### config.mk
export PLATFORM = sky130hd
export DESIGN_NAME = cgor_top
export DESIGN_NICKNAME = d
export VERILOG_FILES = /design/src/hdl/cgor_pkg.sv /design/src/hdl/cgor_top.sv /design/src/hdl/cgor_mux5.sv
export VERILOG_INCLUDE_DIRS = /design/src /design/src/hdl
export SDC_FILE = /design/constraint.sdc
export NUM_CORES = 1
export LEC_CHECK = 0
export ABC_AREA = 1
export BUFFER_PORTS_ARGS = -buffer_cell sky130_fd_sc_hd__buf_2
export CORE_UTILIZATION = 55
export DETAILED_ROUTE_END_ITERATION = 10
export PLACE_DENSITY_LB_ADDON = 0.25
export SYNTH_ARGS = -nofsm -noshare
export SYNTH_HDL_FRONTEND = slang
export SYNTH_SLANG_ARGS = --single-unit
### constraint.sdc
create_clock -name core_clk_i -period 9.41 [get_ports core_clk_i]
set_input_delay 0.4705 -clock core_clk_i [delete_from_list [all_inputs] [get_ports core_clk_i]]
set_output_delay 0.4705 -clock core_clk_i [all_outputs]
set_load 0.01 [all_outputs]
### src/hdl/cgor_defines.svh
// Constants of the colour gain and offset register bank: offsets, fields, resets.
// Assumes inclusion by bare name from the package and the top module.
`ifndef CGOR_DEFINES_SVH
`define CGOR_DEFINES_SVH

// ----------------------------------------------------------------
// Register indices (byte address is four times the index)
// ----------------------------------------------------------------
`define CGOR_IDX_C1_GAIN 5'h00
`define CGOR_IDX_C2_GAIN 5'h01
`define CGOR_IDX_C3_GAIN 5'h02
`define CGOR_IDX_C4_GAIN 5'h03
`define CGOR_IDX_C5_GAIN 5'h04
`define CGOR_IDX_C1_OFS_HI 5'h05
`define CGOR_IDX_C1_OFS_LO 5'h06
`define CGOR_IDX_C2_OFS_HI 5'h07
`define CGOR_IDX_C2_OFS_LO 5'h08
`define CGOR_IDX_C3_OFS_HI 5'h09
`define CGOR_IDX_C3_OFS_LO 5'h0A
`define CGOR_IDX_C4_OFS_HI 5'h0B
`define CGOR_IDX_C4_OFS_LO 5'h0C
`define CGOR_IDX_C5_OFS_HI 5'h0D
`define CGOR_IDX_C5_OFS_LO 5'h0E
`define CGOR_IDX_STATUS 5'h1D
`define CGOR_IDX_MODE 5'h1E
`define CGOR_IDX_PAGE 5'h1F

// ----------------------------------------------------------------
// Fields and widths
// ----------------------------------------------------------------
`define CGOR_GAIN_W 8
`define CGOR_OFS_W 10
`define CGOR_ADDR_IDX_LSB 2
`define CGOR_ADDR_IDX_MSB 6
`define CGOR_MODE_LSB 0
`define CGOR_MODE_MSB 1
`define CGOR_STAT_COLOR_LSB 0
`define CGOR_STAT_COLOR_MSB 2
`define CGOR_STAT_PAGE_OK_BIT 8
`define CGOR_NUM_COLORS 3'h5

// ----------------------------------------------------------------
// Reset values and page code
// ----------------------------------------------------------------
`define CGOR_GAIN_RST 8'h54
`define CGOR_OFS_HI_RST 8'h80
`define CGOR_OFS_LO_RST 2'h0
`define CGOR_PAGE_RST 8'h00
`define CGOR_PAGE_COLOR 8'h01
`define CGOR_MODE_RST 2'h0

`endif

### src/hdl/cgor_pkg.sv
// Types of the colour gain and offset register bank.
// Assumes the constants header is on the include path.
package cgor_pkg;
  `include "cgor_defines.svh"

  // ----------------------------------------------------------------
  // Enumerations
  // ----------------------------------------------------------------
  typedef enum logic {cgor_bus_idle, cgor_bus_access} cgor_bus_type;
  typedef enum logic [1:0] {
    per_line_color_mode,
    fixed_channel_mode_b,
    fixed_channel_mode_2,
    fixed_channel_mode_3
  } cgor_mode_type;

  // ----------------------------------------------------------------
  // Carriers and state
  // ----------------------------------------------------------------
  typedef struct packed {
    logic [`CGOR_GAIN_W-1:0] gain;
    logic [`CGOR_OFS_W-1:0] offset;
  } cgor_chan_type;

  typedef struct packed {
    cgor_chan_type red;
    cgor_chan_type green;
    cgor_chan_type blue;
  } cgor_chan_set_type;

  typedef struct packed {
    cgor_bus_type bus;
    logic [4:0] idx;
    logic wr;
    logic ready;
    logic [31:0] rdata;
    logic [7:0] page;
    cgor_mode_type mode;
    logic [2:0] line_color;
    logic [4:0][7:0] gain;
    logic [4:0][7:0] ofs_hi;
    logic [4:0][1:0] ofs_lo;
    cgor_chan_set_type chan;
  } cgor_state_type;
endpackage : cgor_pkg

### src/hdl/cgor_top.sv
// Colour gain and offset register bank with AHB-Lite slave port.
// Assumes one clock, synchronous inputs, single word transfers only.
//
// The AHB-Lite interface to the registers was chosen for this implementation.
`timescale 1ns/1ns
`include "cgor_defines.svh"
module cgor_top (
  input wire logic core_clk_i,
  input wire logic rst_i,
  input wire logic hsel_i,
  input wire logic [31:0] haddr_i,
  input wire logic [1:0] htrans_i,
  input wire logic hwrite_i,
  input wire logic [2:0] hsize_i,
  input wire logic [31:0] hwdata_i,
  input wire logic hready_i,
  output logic [31:0] hrdata_o,
  output logic hreadyout_o,
  output logic hresp_o,
  input wire logic line_start_i,
  input wire logic [2:0] line_color_i,
  output cgor_pkg::cgor_chan_set_type chan_o
);

  // ----------------------------------------------------------------
  // Constants
  // ----------------------------------------------------------------
  localparam logic [4:0][4:0] GAIN_IDX = {
    `CGOR_IDX_C5_GAIN, `CGOR_IDX_C4_GAIN, `CGOR_IDX_C3_GAIN,
    `CGOR_IDX_C2_GAIN, `CGOR_IDX_C1_GAIN};
  localparam logic [4:0][4:0] HI_IDX = {
    `CGOR_IDX_C5_OFS_HI, `CGOR_IDX_C4_OFS_HI, `CGOR_IDX_C3_OFS_HI,
    `CGOR_IDX_C2_OFS_HI, `CGOR_IDX_C1_OFS_HI};
  localparam logic [4:0][4:0] LO_IDX = {
    `CGOR_IDX_C5_OFS_LO, `CGOR_IDX_C4_OFS_LO, `CGOR_IDX_C3_OFS_LO,
    `CGOR_IDX_C2_OFS_LO, `CGOR_IDX_C1_OFS_LO};

  // Reset image of the whole state; offsets sit at mid-scale
  localparam cgor_pkg::cgor_state_type S_RST = '{
    bus: cgor_pkg::cgor_bus_idle,
    idx: 5'h00,
    wr: 1'b0,
    ready: 1'b1,
    rdata: 32'h0000_0000,
    page: `CGOR_PAGE_RST,
    mode: cgor_pkg::cgor_mode_type'(`CGOR_MODE_RST),
    line_color: 3'h0,
    gain: {5{`CGOR_GAIN_RST}},
    ofs_hi: {5{`CGOR_OFS_HI_RST}},
    ofs_lo: {5{`CGOR_OFS_LO_RST}},
    chan: {3{`CGOR_GAIN_RST, `CGOR_OFS_HI_RST, `CGOR_OFS_LO_RST}}
  };

  // ----------------------------------------------------------------
  // Declarations
  // ----------------------------------------------------------------
  cgor_pkg::cgor_state_type s_q;
  cgor_pkg::cgor_state_type s_d;
  logic [4:0][`CGOR_OFS_W-1:0] ofs_code;
  logic [`CGOR_GAIN_W-1:0] sel_gain;
  logic [`CGOR_OFS_W-1:0] sel_ofs;
  logic [31:0] rd_word;
  logic page_ok;
  logic per_line;
  cgor_pkg::cgor_chan_type line_chan;

  // ----------------------------------------------------------------
  // Offset code assembly and per-line selection
  // ----------------------------------------------------------------
  // High byte on top, the two stored low bits below
  always_comb begin
    for (int i = 0; i < 5; i++) begin
      ofs_code[i] = {s_q.ofs_hi[i], s_q.ofs_lo[i]};
    end
  end

  // Gain selector for the line's colour
  cgor_mux5 #(
    .WIDTH(`CGOR_GAIN_W)
  ) u_gain_mux (
    .data_i(s_q.gain),
    .sel_i(s_q.line_color),
    .data_o(sel_gain)
  );

  // Offset selector for the line's colour
  cgor_mux5 #(
    .WIDTH(`CGOR_OFS_W)
  ) u_ofs_mux (
    .data_i(ofs_code),
    .sel_i(s_q.line_color),
    .data_o(sel_ofs)
  );

  // Page gating and mode flags
  assign page_ok = (s_q.page == `CGOR_PAGE_COLOR);
  assign per_line = (s_q.mode == cgor_pkg::per_line_color_mode);
  assign line_chan = '{gain: sel_gain, offset: sel_ofs};

  // ----------------------------------------------------------------
  // Read data decode
  // ----------------------------------------------------------------
  // Page 1 registers read zero while another page is selected
  always_comb begin
    rd_word = 32'h0000_0000;
    unique case (s_q.idx)
      `CGOR_IDX_PAGE: rd_word[7:0] = s_q.page;
      `CGOR_IDX_MODE: rd_word[`CGOR_MODE_MSB:`CGOR_MODE_LSB] = s_q.mode;
      `CGOR_IDX_STATUS: begin
        rd_word[`CGOR_STAT_COLOR_MSB:`CGOR_STAT_COLOR_LSB] = s_q.line_color;
        rd_word[`CGOR_STAT_PAGE_OK_BIT] = page_ok;
      end
      default: begin
        for (int i = 0; i < 5; i++) begin
          if (page_ok && s_q.idx == GAIN_IDX[i]) begin
            rd_word[7:0] = s_q.gain[i];
          end
          if (page_ok && s_q.idx == HI_IDX[i]) begin
            rd_word[7:0] = s_q.ofs_hi[i];
          end
          // Upper bits of the low register stay zero
          if (page_ok && s_q.idx == LO_IDX[i]) begin
            rd_word[1:0] = s_q.ofs_lo[i];
          end
        end
      end
    endcase
  end

  // ----------------------------------------------------------------
  // Next state
  // ----------------------------------------------------------------
  // One wait state per transfer so read data comes from a flop
  always_comb begin
    s_d = s_q;
    unique case (s_q.bus)
      cgor_pkg::cgor_bus_idle: begin
        if (hsel_i && hready_i && htrans_i[1]) begin
          s_d.bus = cgor_pkg::cgor_bus_access;
          s_d.idx = haddr_i[`CGOR_ADDR_IDX_MSB:`CGOR_ADDR_IDX_LSB];
          s_d.wr = hwrite_i;
          s_d.ready = 1'b0;
        end
      end
      cgor_pkg::cgor_bus_access: begin
        s_d.bus = cgor_pkg::cgor_bus_idle;
        s_d.ready = 1'b1;
        if (!s_q.wr) begin
          s_d.rdata = rd_word;
        end else begin
          // Page register and mode are reachable from any page
          if (s_q.idx == `CGOR_IDX_PAGE) begin
            s_d.page = hwdata_i[7:0];
          end
          if (s_q.idx == `CGOR_IDX_MODE) begin
            s_d.mode = cgor_pkg::cgor_mode_type'(hwdata_i[`CGOR_MODE_MSB:`CGOR_MODE_LSB]);
          end
          for (int i = 0; i < 5; i++) begin
            if (page_ok && s_q.idx == GAIN_IDX[i]) begin
              s_d.gain[i] = hwdata_i[7:0];
            end
            if (page_ok && s_q.idx == HI_IDX[i]) begin
              s_d.ofs_hi[i] = hwdata_i[7:0];
            end
            // Bits seven to two are dropped, not stored
            if (page_ok && s_q.idx == LO_IDX[i]) begin
              s_d.ofs_lo[i] = hwdata_i[1:0];
            end
          end
        end
      end
    endcase

    // Line colour caught at the line start; bad codes keep the last one
    if (line_start_i && line_color_i < `CGOR_NUM_COLORS) begin
      s_d.line_color = line_color_i;
    end

    // Per-line mode feeds every input from the selected colour
    if (per_line) begin
      s_d.chan.red = line_chan;
      s_d.chan.green = line_chan;
      s_d.chan.blue = line_chan;
    end else begin
      // Colours 4 and 5 play no part here
      s_d.chan.red = '{gain: s_q.gain[0], offset: ofs_code[0]};
      s_d.chan.green = '{gain: s_q.gain[1], offset: ofs_code[1]};
      s_d.chan.blue = '{gain: s_q.gain[2], offset: ofs_code[2]};
    end
  end

  // ----------------------------------------------------------------
  // State register
  // ----------------------------------------------------------------
  always_ff @(posedge core_clk_i or posedge rst_i) begin
    if (rst_i) begin
      s_q <= S_RST;
    end else begin
      s_q <= s_d;
    end
  end

  // Outputs straight from the state flops, except hresp_o which is tied low
  assign hrdata_o = s_q.rdata;
  assign hreadyout_o = s_q.ready;
  assign hresp_o = 1'b0;
  assign chan_o = s_q.chan;

  // Helper: set once a write has completed since reset
  logic wr_seen_q;
  always_ff @(posedge core_clk_i or posedge rst_i) begin
    if (rst_i) begin
      wr_seen_q <= 1'b0;
    end else if (s_q.bus == cgor_pkg::cgor_bus_access && s_q.wr) begin
      wr_seen_q <= 1'b1;
    end
  end
endmodule : cgor_top

### src/hdl/cgor_mux5.sv
// Five-way selector of one colour's setting.
// Assumes the selector is kept in 0 to 4 by its user.
`timescale 1ns/1ns
module cgor_mux5 #(
  parameter int unsigned WIDTH = 8
) (
  input wire logic [4:0][WIDTH-1:0] data_i,
  input wire logic [2:0] sel_i,
  output logic [WIDTH-1:0] data_o
);
  // Codes above four fall back to colour 1 rather than X
  always_comb begin
    unique case (sel_i)
      3'h1: data_o = data_i[1];
      3'h2: data_o = data_i[2];
      3'h3: data_o = data_i[3];
      3'h4: data_o = data_i[4];
      default: data_o = data_i[0];
    endcase
  end
endmodule : cgor_mux5

======== Word-level counts from Yosys, hierarchy flattened ========
Index checks and enable logic that the tools add are counted.
operators by class
  $lt $le $gt $ge ......................... 1
  equality and inequality tests ........... 23
  muxes and demuxes ....................... 26
  bitwise operators ....................... 2
  reduce and logical (&&, ||, !) cells .... 41
operator list
  operator            count
  $mux 8              12
  $mux 54             1
  $reduce_and 3->1    17
  $pmux 10 s4         1
  $eq 5x4->1 const B  7
  $pmux 8 s4          1
  $eq 5x3->1 const B  4
  $logic_and 1x1->1   18
  $eq 5x5->1 const B  3
  $eq 5x2->1 const B  2
  $mux 2              5
  $pmux 5 s2          1
  $eq 8x1->1 const B  1
  $eq 3x2->1 const B  2
  $pmux 2 s3          1
  $eq 5x1->1 const B  1
  $logic_not 5->1     1
  $pmux 1 s2          2
  $reduce_and 2->1    2
  $eq 3x1->1 const B  1
  $eq 3x3->1 const B  1
  $lt 3x3->1 const B  1
  $pmux 1 s3          1
  $reduce_or 3->1     1
  5 further kinds     6
word-level totals
  bits in registers ....................... 174
  output and inout bits ................... 88
  word-level logic and storage cells ...... 122

======== Longest topological paths before layout ========
  depth after elaboration ................. 19
  depth in mapped cells ................... 15
  gate-level depth less buffers ........... 14

======== Modules after synthesis ========
From an unflattened synthesis, not the netlist that was laid out.
second synthesis, totals
  cell total of the unflattened synthesis .. 1118
  area total of the unflattened synthesis .. 9131.3 sq um
modules (own cells, without submodules)
  module                   times used  cells each  area an instance (sq um)  sequential area each (sq um)
  cgor_top                 1           927         8131.5                    4395.5
  cgor_mux5 at u_ofs_mux   1           106         519.2                     0.0
  cgor_mux5 at u_gain_mux  1           85          480.5                     0.0

======== Worst setup path before layout ========
No wires, ideal clock.
  path kind ............................... flip-flop to flip-flop
  from .................................... register s_q[156] (netlist name)
  to ...................................... register s_q[129] (netlist name)
  setup time .............................. 0.132 ns
  data arrival time ....................... 1.526 ns
  required time ........................... 9.278 ns
  slack ................................... 7.752 ns
  stages on the path, launching flop included .. 12
  clock period less this slack ............ 1.658 ns
  cells stage by stage .................... dfrtp_1 nor2_1 nand2_1 nor2_4 inv_2 nor2_4 nand4_1 clkinv_1 nand2_2 buf_2 nand2_1 o21ai_1
between the ends
  word-level cells in the longest chain between the ends .. 3
ends and longest elaborated chain
  element                     line             text
  start: declaration          cgor_top.sv:57   cgor_pkg::cgor_state_type s_q;
  start signal: assignment    cgor_top.sv:197  s_q <= S_RST;
  start signal: assignment    cgor_top.sv:199  s_q <= s_d;
  $eq 8x1->1 (no line)        n/a
  $logic_and 1x1->1           cgor_top.sv:159  if (page_ok && s_q.idx == GAIN_IDX[i]) begin
  $reduce_and 3->1 (no line)  n/a
Every way passes these cells.
A chain may end at the register's enable or synchronous reset.

==> impl_metrics.ini <==
[status]
outcome = complete, no violations

[die]
initial_core_util_pct = 56.46
core_sq_um = 15200
row_count = 45
ioPinCount = 166
die_h_microns = 126.9
die-area_sq_um = 16110
die_w_microns = 126.9

[worst_setup_path]
rrSetupSlack_ns = 6.60
cp_cell_sequence = nor3_4 -> nand3b_1 -> o21ai_0 -> nand2_1 -> o21ai_0
slowest_stage = nor3_4
endpoint_kind = flop
path_common_cell = o21ai_0
critPathKind = flop to flop
critPathArrivalTime_ns = 3.10
cp.required_ns = 9.70
rr_worst_depth = 5
max_stage_delay_ns = 0.87
crit_path_start_kind = flop
crit_buf_inv = 0
cp_top_family = simple AND/OR/NAND/NOR gates
r2r-start = s_q[146]
rr_endpoint = chan_o[41]
crit_fanout = 19

[clock_tree]
clock-sinks = 174
cts_max_path_buffers = 2
cts_resized = 0
cts_root_buf = clkbuf_16
ctsHtreeMaxLevel = 4
numCtsBuffers = 17
path_clk_slew_ns = 0.06
cts_tree = yes
holdBufCountCts = 0
clk_latency_ns = 0.44
cts_setup_buffers = 0

[finish]
fillCellCount = 1340
fin_util_pct = 60.11
areaGrowthSynthToFinish_pct = 6.458
seq_area_sq_um = 4395
diodes = 0
multi_input_area_sq_um = 3157
final_cell_mix = nand2_1 (246), dfrtp_1 (141), o21ai_0 (122)
final_common_cell = nand2_1
drive_gt1_share_pct = 18.33
nNetsFinal = 1107

[sta]
slew_headroom_pct = 36.27
worstMarginPinSlew_ns = 0.9559
fin_worst_skew_ns = 0.01103
fmax_ghz = 0.3563
fin_crit_sh_pct = 29.83
setup_viol = 0
finalSetupTns_ns = 0
hold_viol_final = 0
drv_slew = 0
rsz0062_at_grt = no
fin_crit_ns = 2.807

[yosys]
synthXorXnorAreaFrac_pct = 0
synthArstFlopShare_pct = 100.0
synth_area_leaders = dfrtp_1 (41%), nand2_1 (11%), dfstp_2 (10%), buf_4 (7.8%), o21ai_0 (7.1%)
synth-edff-count = 0
seq_area_frac_synth_pct = 51.21
synth_top_area_cell = dfrtp_1
synth_compound_area_share_pct = 15.57
synth_top_family_by_area = simple AND/OR/NAND/NOR gates
avgSynthCellArea_sq_um = 8.423
yosys_warnings = 0
synth_top_area_share_pct = 41.11
synthAdderAreaFrac_pct = 0
synth_ff_type = dfrtp_1
ys_seq_elements = 174
synth_mux_area_share_pct = 0.1312
syn-cell-area_sq_um = 8583
yosys.area_share.simple_pct = 20.00
synth_cell_type_count = 33
synthCells = 1019

[detailed_routing]
drt.antenna.violating_nets = 0
wl_per_cell_microns = 16.51
drtPass1Iterations = 6
drc = 0
vias = 6888
wl_mm = 20.31
via_per_inst = 5.600
initialDrtViolationCount = 977

[job]
drv_cap = 0

[global_routing]
grtUsageTotal_pct = 26.81
grt_overflow = 0
grt_pass1_wl_mm = 33.13
antenna_found_initial = 0
first_global_vias = 6271
grt_max_degree = 100

[placement]
gp_congestion = 0.8696
dp.final_hpwl_mm = 14.09
numPortBuffers = 86

[pwr]
peakVddDrop_mv = 0.1533
cellPowerDensity_nw_per_um2 = 179.4
p_leak_uw = 0.004298

[min_path]
hold_path_class = primary input to async pin
[layer usage]
| metal | part of all wire [%] | GRT usage, % |
|---|---|---|
| met3 | 8.7 | 4.766 |
| met1 | 45 | 38.51 |
| met2 | 44 | 40.08 |
| met4 | 2.5 | 11.62 |
| met5 | 0 | 0 |
[final cells by class]
cell class | instances | share of cell area, %
repair buffers | 92 | 5.203
inverters | 82 | 3.423
multi-input cells | 662 | 34.55
clock buffers | 22 | 5.327
clock inverters | 10 | 0.8216
flip-flops and latches | 174 | 48.10
well taps | 188 | 2.574
[Yosys cell counts (2+ instances only)]
| cell type | instances |
|---|---|
| nand2_1 | 246 |
| dfrtp_1 | 141 |
| o21ai_0 | 122 |
| buf_4 | 89 |
| o21ai_1 | 78 |
| inv_1 | 72 |
| nor2_1 | 57 |
| nand3_1 | 37 |
| dfstp_2 | 33 |
| clkbuf_1 | 25 |
| a221oi_1 | 24 |
| nand4_1 | 14 |
| a21oi_1 | 12 |
| buf_2 | 10 |
| inv_2 | 9 |
| nand2_2 | 9 |
| nor3_1 | 8 |
| nor2_2 | 6 |
| o22ai_1 | 4 |
| nor2_4 | 3 |
| nor4_2 | 3 |
| and2_1 | 2 |
| nor4_1 | 2 |
| nor4_4 | 2 |
| o211ai_1 | 2 |
| o221ai_1 | 2 |
[how the worst max path moves through the flow]
stage,start,end,slack (ns),depth (start not counted)
2_1_floorplan,rst_i,chan_o[0],4.28,1
3_3_place_gp,s_q[146],chan_o[5],6.66,5
3_5_place_dp,s_q[146],chan_o[5],6.64,5
4_1_cts,s_q[146],chan_o[5],6.62,5
5_1_grt,s_q[146],chan_o[40],6.39,5
6_report,s_q[146],chan_o[41],6.60,5
[kinds of logic after synthesis]
kind of cell	count (synthesis)
buf+inv	206
compound gates	245
flops	174
other cells	1
mux	1
simple gates	392
[registers in the layout, summed over array words and instances, names as in the netlist]
signal / flops
chan_o: 54
hrdata_o: 9
hreadyout_o: 1
ofs_code: 50
s_q: 60
[through the flow]
step                      total power (uW)  std cells  setup slack (ns)  area (sq um)  hold WS (ns)
final                                 1639       1230             6.603          9138        0.2113
after global routing                  1699       1230             6.388          9138        0.2433
after global placement               978.7       1198             6.657          8576        0.4611
after CTS                             1643       1230             6.620          9138        0.2259
after detailed placement             978.9       1198             6.642          8576        0.4647
after floorplan                      938.4       1042             4.277          8670        0.4501
[report_power, final]
group / internal [uW] / switching [uW]
clock: 371 / 299
sequential: 768 / 23.4
combinational: 48.7 / 128
No activity file was read; power rests on OpenSTA's default activity.
